===== config.mk =====
export PLATFORM = sky130hd
export DESIGN_NAME = ossq_sequencer
export DESIGN_NICKNAME = d
export VERILOG_FILES = /design/src/design/ossq_pkg.sv /design/src/design/ossq_rst_if.sv /design/src/design/ossq_deglitch.sv /design/src/design/ossq_sequencer.sv
export SDC_FILE = /design/constraint.sdc
export NUM_CORES = 1
export LEC_CHECK = 0
export BUFFER_PORTS_ARGS = -buffer_cell sky130_fd_sc_hd__buf_2
export CAP_MARGIN = 20
export CORE_ASPECT_RATIO = 1.25
export CORE_UTILIZATION = 52
export CTS_CLUSTER_DIAMETER = 120
export CTS_CLUSTER_SIZE = 14
export DETAILED_ROUTE_END_ITERATION = 10
export GPL_ROUTABILITY_DRIVEN = 0
export PLACE_DENSITY = 0.76
export SLEW_MARGIN = 20
export SYNTH_ARGS = -nofsm -noshare
export SYNTH_HDL_FRONTEND = slang
export SYNTH_SLANG_ARGS = --single-unit

===== constraint.sdc =====
create_clock -name sys_clk -period 1.1 [get_ports sys_clk]
set_input_delay 0.11 -clock sys_clk [delete_from_list [all_inputs] [get_ports sys_clk]]
set_output_delay 0.11 -clock sys_clk [all_outputs]
set_load 0.02 [all_outputs]

===== src/design/ossq_pkg.sv =====
// ossq_pkg: shared constants and types for the operating-state reset sequencer
// assumes a single 40 MHz sequencer clock (on-chip oscillator)
package ossq_pkg;

    // ------------------------------------------------------------------
    // timing
    // ------------------------------------------------------------------
    localparam int unsigned CLK_PERIOD_PS     = 25000;
    localparam int unsigned GLITCH_NS         = 200;
    // least time: round up to whole cycles
    localparam int unsigned GLITCH_CYC_I      = (GLITCH_NS * 1000 + CLK_PERIOD_PS - 1) / CLK_PERIOD_PS;
    localparam logic [3:0]  GLITCH_CYC        = GLITCH_CYC_I[3:0];
    localparam logic [3:0]  GLITCH_ZERO       = 4'h0;
    localparam logic [3:0]  GLITCH_ONE        = 4'h1;

    // cold boot initialisation length in cycles
    localparam logic [7:0]  COLD_INIT_CYC     = 8'h40;
    // warm boot digital reset pulse length in cycles
    localparam logic [3:0]  WARM_RST_CYC      = 4'h8;
    // watchdog reset drive on the shared pin, in cycles
    localparam logic [7:0]  WDOG_PULSE_CYC    = 8'h80;
    localparam logic [7:0]  CNT8_ZERO         = 8'h00;
    localparam logic [7:0]  CNT8_ONE          = 8'h01;
    localparam logic [3:0]  CNT4_ZERO         = 4'h0;
    localparam logic [3:0]  CNT4_ONE          = 4'h1;

    // operating states
    typedef enum logic [2:0] {
        OSSQ_OFF     = 3'h0,
        OSSQ_SAFE    = 3'h1,
        OSSQ_COLD    = 3'h2,
        OSSQ_WARM    = 3'h3,
        OSSQ_OPER    = 3'h4
    } ossq_state_e;

endpackage


===== src/design/ossq_rst_if.sv =====
// ossq_rst_if: carries reset sources between the sequencer and its pin filter
// assumes one clock domain shared by both ends
`timescale 1ns/1ps
interface ossq_rst_if;
    logic pin_low;       // raw pin level is low
    logic pin_reset;     // filtered pin reset request
    modport filt (input pin_low, output pin_reset);
    modport seq  (output pin_low, input pin_reset);
endinterface


===== src/design/ossq_deglitch.sv =====
// ossq_deglitch: rejects short low pulses on the external reset input
// assumes the pin is already synchronous to sys_clk
`timescale 1ns/1ps
module ossq_deglitch
    import ossq_pkg::*;
(
    input  wire logic sys_clk,
    input  wire logic rst_n,
    input  wire logic clk_en,
    ossq_rst_if.filt  rif
);
    // ------------------------------------------------------------------
    // low-time counter
    // ------------------------------------------------------------------
    logic [3:0] low_cnt_r;
    logic       pin_reset_r;

    // count consecutive low cycles; any high sample restarts the count
    always_ff @(posedge sys_clk) begin
        if (!rst_n) begin
            low_cnt_r <= GLITCH_CYC; // pin counts as long held at power-up
        end else if (clk_en) begin
            if (!rif.pin_low)
                low_cnt_r <= GLITCH_ZERO;
            else if (low_cnt_r != GLITCH_CYC)
                low_cnt_r <= low_cnt_r + GLITCH_ONE;
        end
    end

    // request only after a full 200 ns low, release at once on high
    always_ff @(posedge sys_clk) begin
        if (!rst_n) begin
            pin_reset_r <= 1'b1; // a held pin must not let the chain release early
        end else if (clk_en) begin
            pin_reset_r <= rif.pin_low && (low_cnt_r == GLITCH_CYC - GLITCH_ONE
                                           || low_cnt_r == GLITCH_CYC);
        end
    end

    assign rif.pin_reset = pin_reset_r;

    // ------------------------------------------------------------------
    // assertions
    // ------------------------------------------------------------------
    property p_glitch_short;
        @(posedge sys_clk) disable iff (!rst_n || !clk_en)
        $rose(rif.pin_low) ##1 !rif.pin_low |-> !pin_reset_r [*2];
    endproperty
    a_glitch_short: assert property (p_glitch_short) else $error("short low pulse passed filter");

    property p_glitch_long;
        @(posedge sys_clk) disable iff (!rst_n || !clk_en)
        rif.pin_low [*8] |=> pin_reset_r;
    endproperty
    a_glitch_long: assert property (p_glitch_long) else $error("long low pulse not taken");

    c_glitch_taken: cover property (@(posedge sys_clk) disable iff (!rst_n) $rose(pin_reset_r));
endmodule


===== src/design/ossq_sequencer.sv =====
// ossq_sequencer: operating-state reset sequencer top level
// assumes sys_clk is the on-chip oscillator, supply monitors and watchdog are
// synchronous levels, and the board combines reset pin enables into a wire
//
// Functional notes
// powered-off is left only to safe, and entered only from safe
// external system holds the reset pin low until supplies are stable
// internal reset stays asserted while any supply monitor reports low
// safe state: outputs tri-stated, pins input-only, processor and peripherals idle; the reset pin stays driven low in safe while a watchdog pulse runs
// cold boot initialises analog, control and debug logic; processor halted
// end of cold boot releases internal reset and enters warm boot
// warm boot resets digital logic, then enables processor to fetch boot rom
// no hardware warm boot completion; boot program requests operational state
// watchdog reset drives the shared reset pin low
// reset input low pulses under 200 ns are ignored
// watchdog counter runs from oscillator clock, independent of program flow
// input clock failure switches to limp clock for safe shutdown
// internal reset asserts asynchronously, releases synchronously to sequencer clock
`timescale 1ns/1ps
module ossq_sequencer
    import ossq_pkg::*;
(
    input  wire logic               sys_clk,
    input  wire logic               rst_n,
    input  wire logic               clk_en,
    input  wire logic               supply_on,
    input  wire logic               external_cold_reset_pin_n_i,
    output logic                    external_cold_reset_pin_n_o,
    output logic                    external_cold_reset_pin_n_oe_n,
    input  wire logic               por_supply_ok,
    input  wire logic               brownout_supply_monitor_ok,
    input  wire logic               wdog_service,
    input  wire logic [15:0]        wdog_period,
    input  wire logic               wdog_enable,
    input  wire logic               input_clk_fail,
    input  wire logic               boot_done_req,
    output logic                    internal_system_reset_n,
    output logic                    digital_reset_n,
    output logic                    init_busy,
    output logic                    cpu_enable,
    output logic                    periph_enable,
    output logic                    io_drive_enable,
    output logic                    limp_clk_sel,
    output logic                    wdog_reset,
    output ossq_pkg::ossq_state_e   op_state
);
    import ossq_pkg::*;

    // ------------------------------------------------------------------
    // pin filter
    // ------------------------------------------------------------------
    ossq_rst_if rif ();
    assign rif.pin_low = !external_cold_reset_pin_n_i;

    ossq_deglitch u_ossq_deglitch (
        .sys_clk (sys_clk),
        .rst_n   (rst_n),
        .clk_en  (clk_en),
        .rif     (rif)
    );

    // ------------------------------------------------------------------
    // reset source combination
    // ------------------------------------------------------------------
    logic supply_bad;
    logic any_reset;
    logic sysrst_meta_r;
    logic sysrst_n_r;

    // monitors keep reset asserted even after the pin releases
    assign supply_bad = !por_supply_ok || !brownout_supply_monitor_ok;
    assign any_reset  = supply_bad || rif.pin_reset || wdog_reset;

    // release is staged over two flops so every state register leaves reset
    // together; assertion bypasses the clock entirely
    always_ff @(posedge sys_clk or posedge any_reset) begin
        if (any_reset) begin
            sysrst_meta_r <= 1'b0;
            sysrst_n_r    <= 1'b0;
        end else if (!rst_n) begin
            sysrst_meta_r <= 1'b0;
            sysrst_n_r    <= 1'b0;
        end else if (clk_en) begin
            sysrst_meta_r <= 1'b1;
            sysrst_n_r    <= sysrst_meta_r;
        end
    end

    // ------------------------------------------------------------------
    // operating state machine
    // ------------------------------------------------------------------
    ossq_state_e state_r;
    ossq_state_e state_nxt;
    logic [7:0]  cold_cnt_r;
    logic [3:0]  warm_cnt_r;
    logic        cold_done;
    logic        warm_rst_done;

    // entry cycle counts as the first cold cycle
    assign cold_done     = (cold_cnt_r == COLD_INIT_CYC - CNT8_ONE);
    assign warm_rst_done = (warm_cnt_r == WARM_RST_CYC);

    // next state; any reset source pulls back to safe
    always_comb begin
        state_nxt = state_r;
        unique case (state_r)
            OSSQ_OFF: begin
                if (supply_on)
                    state_nxt = OSSQ_SAFE;
            end
            OSSQ_SAFE: begin
                if (!supply_on)
                    state_nxt = OSSQ_OFF;
                else if (sysrst_n_r)
                    state_nxt = OSSQ_COLD;
            end
            OSSQ_COLD: begin
                if (cold_done)
                    state_nxt = OSSQ_WARM;
            end
            OSSQ_WARM: begin
                if (boot_done_req && warm_rst_done)
                    state_nxt = OSSQ_OPER;
            end
            OSSQ_OPER: begin
                state_nxt = OSSQ_OPER;
            end
            default: state_nxt = OSSQ_SAFE;
        endcase
        // reset and supply loss always route through safe, never straight off
        if (state_r != OSSQ_OFF && (!sysrst_n_r || !supply_on) && state_r != OSSQ_SAFE)
            state_nxt = OSSQ_SAFE;
    end

    // state register; rst_n is the sequencer's own power-up reset
    always_ff @(posedge sys_clk) begin
        if (!rst_n)
            state_r <= OSSQ_OFF;
        else if (clk_en)
            state_r <= state_nxt;
    end

    // cold boot initialisation timer
    always_ff @(posedge sys_clk) begin
        if (!rst_n) begin
            cold_cnt_r <= CNT8_ZERO;
        end else if (clk_en) begin
            if (state_r != OSSQ_COLD)
                cold_cnt_r <= CNT8_ZERO;
            else if (!cold_done)
                cold_cnt_r <= cold_cnt_r + CNT8_ONE;
        end
    end

    // warm boot digital reset pulse before the processor starts; held
    // through operational so the processor is not dropped again
    always_ff @(posedge sys_clk) begin
        if (!rst_n) begin
            warm_cnt_r <= CNT4_ZERO;
        end else if (clk_en) begin
            if (state_r != OSSQ_WARM && state_r != OSSQ_OPER)
                warm_cnt_r <= CNT4_ZERO;
            else if (!warm_rst_done)
                warm_cnt_r <= warm_cnt_r + CNT4_ONE;
        end
    end

    // ------------------------------------------------------------------
    // state-driven controls
    // ------------------------------------------------------------------
    logic in_run;
    logic run_gate_r;
    assign in_run = (state_nxt == OSSQ_WARM) || (state_nxt == OSSQ_OPER);

    // controls decode the next state so they change with op_state; a decode
    // of the current state would leave drivers on for one cycle in safe
    always_ff @(posedge sys_clk) begin
        if (!rst_n) begin
            run_gate_r              <= 1'b0;
            digital_reset_n         <= 1'b0;
            init_busy               <= 1'b0;
            cpu_enable              <= 1'b0;
            periph_enable           <= 1'b0;
            io_drive_enable         <= 1'b0;
        end else if (clk_en) begin
            run_gate_r              <= in_run;
            init_busy               <= (state_nxt == OSSQ_COLD);
            digital_reset_n         <= in_run && warm_rst_done;
            cpu_enable              <= in_run && warm_rst_done;
            periph_enable           <= (state_nxt == OSSQ_OPER);
            io_drive_enable         <= in_run;
        end
    end

    // held through cold boot; falls with the release chain, no clock needed
    assign internal_system_reset_n = sysrst_n_r && run_gate_r;

    // ------------------------------------------------------------------
    // clock fail handling
    // ------------------------------------------------------------------
    // once switched, stay on limp clock until power cycle; no glitchy return
    always_ff @(posedge sys_clk) begin
        if (!rst_n)
            limp_clk_sel <= 1'b0;
        else if (clk_en && input_clk_fail)
            limp_clk_sel <= 1'b1;
    end

    // ------------------------------------------------------------------
    // watchdog
    // ------------------------------------------------------------------
    logic [15:0] wdog_cnt_r;
    logic [7:0]  wdog_pulse_r;

    // counts on the oscillator clock regardless of what the processor runs
    always_ff @(posedge sys_clk) begin
        if (!rst_n) begin
            wdog_cnt_r <= 16'h0000;
        end else if (clk_en) begin
            if (!wdog_enable || !cpu_enable || wdog_service || wdog_reset)
                wdog_cnt_r <= 16'h0000;
            else
                wdog_cnt_r <= wdog_cnt_r + 16'h0001;
        end
    end

    // timeout starts a fixed-length reset pulse
    always_ff @(posedge sys_clk) begin
        if (!rst_n) begin
            wdog_pulse_r <= CNT8_ZERO;
        end else if (clk_en) begin
            if (wdog_pulse_r != CNT8_ZERO)
                wdog_pulse_r <= wdog_pulse_r - CNT8_ONE;
            else if (wdog_enable && cpu_enable && !wdog_service && wdog_cnt_r >= wdog_period)
                wdog_pulse_r <= WDOG_PULSE_CYC;
        end
    end

    assign wdog_reset = (wdog_pulse_r != CNT8_ZERO);

    // open-drain style: drive low only for watchdog reset, else release
    assign external_cold_reset_pin_n_o    = 1'b0;
    assign external_cold_reset_pin_n_oe_n = !wdog_reset;

    assign op_state = state_r;

    // ------------------------------------------------------------------
    // assertions
    // ------------------------------------------------------------------
    property p_off_exit;
        @(posedge sys_clk) disable iff (!rst_n)
        $past(state_r) == OSSQ_OFF && state_r != OSSQ_OFF |-> state_r == OSSQ_SAFE;
    endproperty
    a_off_exit: assert property (p_off_exit) else $error("off left to non-safe state");

    property p_off_entry;
        @(posedge sys_clk) disable iff (!rst_n)
        state_r != OSSQ_OFF ##1 state_r == OSSQ_OFF |-> $past(state_r) == OSSQ_SAFE;
    endproperty
    a_off_entry: assert property (p_off_entry) else $error("off entered from non-safe state");

    property p_supply_hold;
        @(posedge sys_clk) disable iff (!rst_n)
        supply_bad |-> !internal_system_reset_n;
    endproperty
    a_supply_hold: assert property (p_supply_hold) else $error("reset released under bad supply");

    property p_safe_quiet;
        @(posedge sys_clk) disable iff (!rst_n || !clk_en)
        state_r == OSSQ_SAFE |-> !io_drive_enable && !cpu_enable && !periph_enable;
    endproperty
    a_safe_quiet: assert property (p_safe_quiet) else $error("safe state not quiet");

    property p_cold_halted;
        @(posedge sys_clk) disable iff (!rst_n)
        state_r == OSSQ_COLD |-> !cpu_enable && !periph_enable;
    endproperty
    a_cold_halted: assert property (p_cold_halted) else $error("processor ran in cold boot");

    property p_cold_to_warm;
        @(posedge sys_clk) disable iff (!rst_n || !clk_en)
        state_r == OSSQ_COLD && cold_done && sysrst_n_r && supply_on |=> state_r == OSSQ_WARM;
    endproperty
    a_cold_to_warm: assert property (p_cold_to_warm) else $error("cold boot did not advance");

    property p_warm_order;
        @(posedge sys_clk) disable iff (!rst_n)
        $rose(cpu_enable) |-> $past(state_r) != OSSQ_COLD && warm_rst_done;
    endproperty
    a_warm_order: assert property (p_warm_order) else $error("processor enabled before digital reset");

    property p_no_auto_oper;
        @(posedge sys_clk) disable iff (!rst_n)
        state_r == OSSQ_WARM && !boot_done_req |=> state_r != OSSQ_OPER;
    endproperty
    a_no_auto_oper: assert property (p_no_auto_oper) else $error("operational without boot request");

    property p_wdog_pin;
        @(posedge sys_clk) disable iff (!rst_n)
        wdog_reset |-> !external_cold_reset_pin_n_oe_n && !external_cold_reset_pin_n_o;
    endproperty
    a_wdog_pin: assert property (p_wdog_pin) else $error("watchdog reset not driven on pin");

    property p_limp;
        @(posedge sys_clk) disable iff (!rst_n || !clk_en)
        input_clk_fail |=> limp_clk_sel;
    endproperty
    a_limp: assert property (p_limp) else $error("limp clock not selected");

    c_reach_oper: cover property (@(posedge sys_clk) disable iff (!rst_n) state_r == OSSQ_OPER);
    c_wdog_fire:  cover property (@(posedge sys_clk) disable iff (!rst_n) $rose(wdog_reset));
    c_back_off:   cover property (@(posedge sys_clk) disable iff (!rst_n)
                                  state_r == OSSQ_SAFE ##1 state_r == OSSQ_OFF);
endmodule


==> results.py <==
metrics = {
    "layout": {
        "syn_to_final_growth_pct": 58.8,
        "final_core_util_pct": 86.1,
        "multi_input_area_mm2": 0.00225,
        "regArea_mm2": 0.00106,
        "n_antenna_cell": 0,
        "nNetsFinal": 543,
        "drive_gt1_share_pct": 51.0,
        "fillCellCount": 269,
    },
    "route": {
        "wl_um": 11500,
        "firstDrtPassIters": 5,
        "drc": 0,
        "drtIter0Drc": 268,
        "post_drt_wl_per_cell_um": 20.6,
        "ant_nets": 0,
        "vias_per_cell": 6.02,
        "num_vias": 3358,
    },
    "synthesis": {
        "synth_cell_types": 58,
        "netlist_instances": 356,
        "ys_ff_latch": 51,
        "synth_compound_area_share_pct": 17.0,
        "ys_warn_count": 0,
        "muxShareOfSynthArea_pct": 3.05,
        "synth_top_area_cell": "dfxtp_1",
        "synth.avg_cell_area_um2": 8.29,
        "synth.most_common_cell": "dfxtp_1",
        "netlist.area_leader.share_pct": 33.2,
        "ys_seq_area_share_pct": 34.9,
        "synth_common_cells": "49 x dfxtp_1, 39 x nor2_1, 30 x inv_1",
        "synth_top_family_by_area": "simple AND/OR/NAND/NOR gates",
        "synth-edff-count": 0,
        "synth_area_leaders": "dfxtp_1 33%, ha_1 9.8%, nor2_1 5.0%",
        "synth_fa_ha_area_share_pct": 9.75,
        "syn-cell-area_mm2": 0.00295,
        "synth-simple-area-share_pct": 24.0,
        "synth_ff_type": "dfxtp_1",
        "syn-num-nets": 406,
        "synth-xor-area-share_pct": 5.34,
        "async_reset_ff_share_pct": 3.92,
    },
    "pwr": {
        "ir_drop_v": 0.00109,
        "power_frac_comb_pct": 43.9,
        "p_clk_share_pct": 21.6,
        "power.leakage_uw": 0.00203,
        "power.density_mw_per_mm2": 1310,
        "p_int_uw": 4010,
        "power.net_switching_uw": 2150,
        "switching_share_pct": 34.9,
        "power_frac_seq_pct": 34.4,
    },
    "clock_tree": {
        "numCtsBuffers": 5,
        "cts_tree": "done",
        "clkSinkCount": 51,
        "clock-root-buffer": "clkbuf_8",
        "clkLatencyLatePin_ps": 320,
        "cts_max_path_buffers": 2,
        "clkSlewWorstSetupHoldPaths_ps": 90,
        "htree_levels": 2,
    },
    "floorplanning": {
        "die_w_um": 69.4,
        "io_pins": 40,
        "core_area_mm2": 0.00544,
        "die_height_um": 86.2,
        "die-area_mm2": 0.00598,
        "num_rows": 30,
        "start_util_pct": 54.2,
    },
    "setup_path": {
        "slowest_delay_ps": 350,
        "cp_top_family": "compound AO/OA/AOI/OAI gates",
        "arrival_ps": 2320,
        "crit_path_end_kind": "flip-flop",
        "critical_path_required_ps": 1320,
        "critPathBufInv": 0,
        "cp_max_fo": 5,
        "worstPathCellList": "ha_1 > nand4_1 > a211oi_2 > a32o_2 > o21ba_4 > nor2_1 > o31ai_2",
        "slowest_stage": "ha_1",
        "worstSetupPathType": "flip-flop to flip-flop",
        "worstSetupStartpointType": "flip-flop",
    },
    "sta": {
        "slew_headroom_pct": 47.5,
        "finalCriticalPeriod_ps": 2100,
        "worst_slew_pin_slew_ps": 781,
        "hold_violations": 0,
        "rsz0062_at_grt": "yes",
        "fin_crit_sh_pct": 191,
        "skew_ps": 13.9,
        "maxSlewViolCount": 0,
        "hold_slack_ps": 70.1,
        "setup_viol": 53,
        "max_freq_mhz": 476,
        "fin_ws_ps": -1000,
        "finalSetupTns_ps": -29910,
    },
    "placement": {
        "hpwlAfterDp_um": 5530,
        "io_buffer_count": 38,
    },
    "grt": {
        "grt_pass1_vias": 3087,
        "grt_max_degree": 20,
        "antenna_found_initial": 0,
        "overflow": 0,
        "track_usage_pct": 28.6,
        "grt_pass1_wl_um": 13700,
    },
    "worst_hold_path": {
        "worstHoldPathType": "input port to flip-flop",
    },
    "status": {
        "failed_checks": "negative setup slack",
        "status": "finished, violations left",
    },
    "run": {
        "cap_violations": 0,
    },
}
[path summary, 6_finish.rpt]
kind / from / end / slack (ps) / cells past startpoint
worst max-delay path: wdog_cnt_r[14]$_SDFFE_PN0P_ / wdog_pulse_r[6]$_SDFFE_PN0P_ / -1000 / 7
worst min-delay path: input_clk_fail / limp_clk_sel$_SDFFE_PN0P_ / 70 / 3
worst max register to register: wdog_cnt_r[14]$_SDFFE_PN0P_ / wdog_pulse_r[6]$_SDFFE_PN0P_ / -1000 / 7
worst min register to register: u_ossq_deglitch.rif.pin_reset$_SDFFE_PN1P_ / sysrst_meta_r$_DFFE_PP0P_ / 220 / 1
max in group asynchronous: wdog_pulse_r[0]$_SDFFE_PN0P_ / sysrst_n_r$_DFFE_PP0P_ / -140 / 7
min in group asynchronous: u_ossq_deglitch.rif.pin_reset$_SDFFE_PN1P_ / sysrst_meta_r$_DFFE_PP0P_ / 220 / 1
[final cells by class]
cell class,count,share of cell area [%]
multi-input combinational,264,48.1
tap,64,1.71
inverter,31,2.48
sequential,51,22.6
clock buffer,7,1.63
clock inverter,1,0.641
timing repair buffer,140,22.9
[layer usage]
metal / track usage (%) / up-vias / share of wire [%]
li1: - / 1510 / -
met1: 30.2 / 1576 / 35
met2: 54.5 / 189 / 51
met3: 5.35 / 83 / 6.5
met4: 13.2 / 0 / 8.0
met5: 0 / - / 0
[stage by stage]
| step | worst slack [ps] | cell area [µm²] | total power, µW | cells |
|---|---|---|---|---|
| 6_report | -1000 | 4690 | 6160 | 558 |
| 5_1_grt | -1070 | 4690 | 6350 | 558 |
| 4_1_cts | -957 | 4350 | 5730 | 545 |
| 3_5_place_dp | -971 | 3930 | 3990 | 525 |
| 3_3_place_gp | -904 | 3930 | 3920 | 525 |
| 2_1_floorplan | -921 | 3140 | 3200 | 356 |
[sequential cells by signal, summed over array words and instances (netlist names)]
name	count
run_gate_r	1
wdog_cnt_r	16
limp_clk_sel	1
sysrst_meta_r	1
cpu_enable	1
u_ossq_deglitch.low_cnt_r	4
warm_cnt_r	4
wdog_pulse_r	8
sysrst_n_r	1
init_busy	1
periph_enable	1
u_ossq_deglitch.rif.pin_reset	1
op_state	3
cold_cnt_r	8
[power groups by stage]
stage          sequential [µW]  combinational, µW  clock (µW)
2_1_floorplan             2150               1060           0
3_3_place_gp              2150               1770           0
3_5_place_dp              2150               1840           0
4_1_cts                   2100               2300        1330
5_1_grt                   2130               2820        1400
6_report                  2120               2700        1330
[worst reg2reg max path, stage by stage (launching register included)]
cell and delay [ps]:
dfxtp_1 330, ha_1 350, nand4_1 270, a211oi_2 280
a32o_2 260, o21ba_4 200, nor2_1 70, o31ai_2 260
[cell families (layout without fill, tap and decap cells)]
group | Yosys count | in the layout
AOI/OAI and AO/OA | 73 | 73
xor gates and xnor gates | 18 | 18
adders and majority gates | 23 | 23
buffers and inverters | 42 | 179
DFF | 51 | 51
muxes | 9 | 9
other | 1 | 1
and+or+nand+nor | 139 | 140
[cells in the final DEF, fill, tap and decap left out, types with 9 or more instances in the layout]
cell     instances
dfxtp_2         13
nand3_1          9
buf_2           32
nor2b_1          9
xor2_1          13
nor2_1          24
ha_1            16
inv_2            9
dfxtp_1         33
nand2_1         27
mux2i_1          9
buf_4           84
buf_6           20
inv_1           21
[what timing repair did]
item                                    CTS  global route
pin swaps                                27            25
hold endpoints to repair                  2             0
hold buffers                              2             0
endpoints found under the setup margin   55            58
gates cloned                              1             0
setup buffers                             9            15
resized for setup                        56            51
Note: power is estimated with default switching activity, not from simulation.
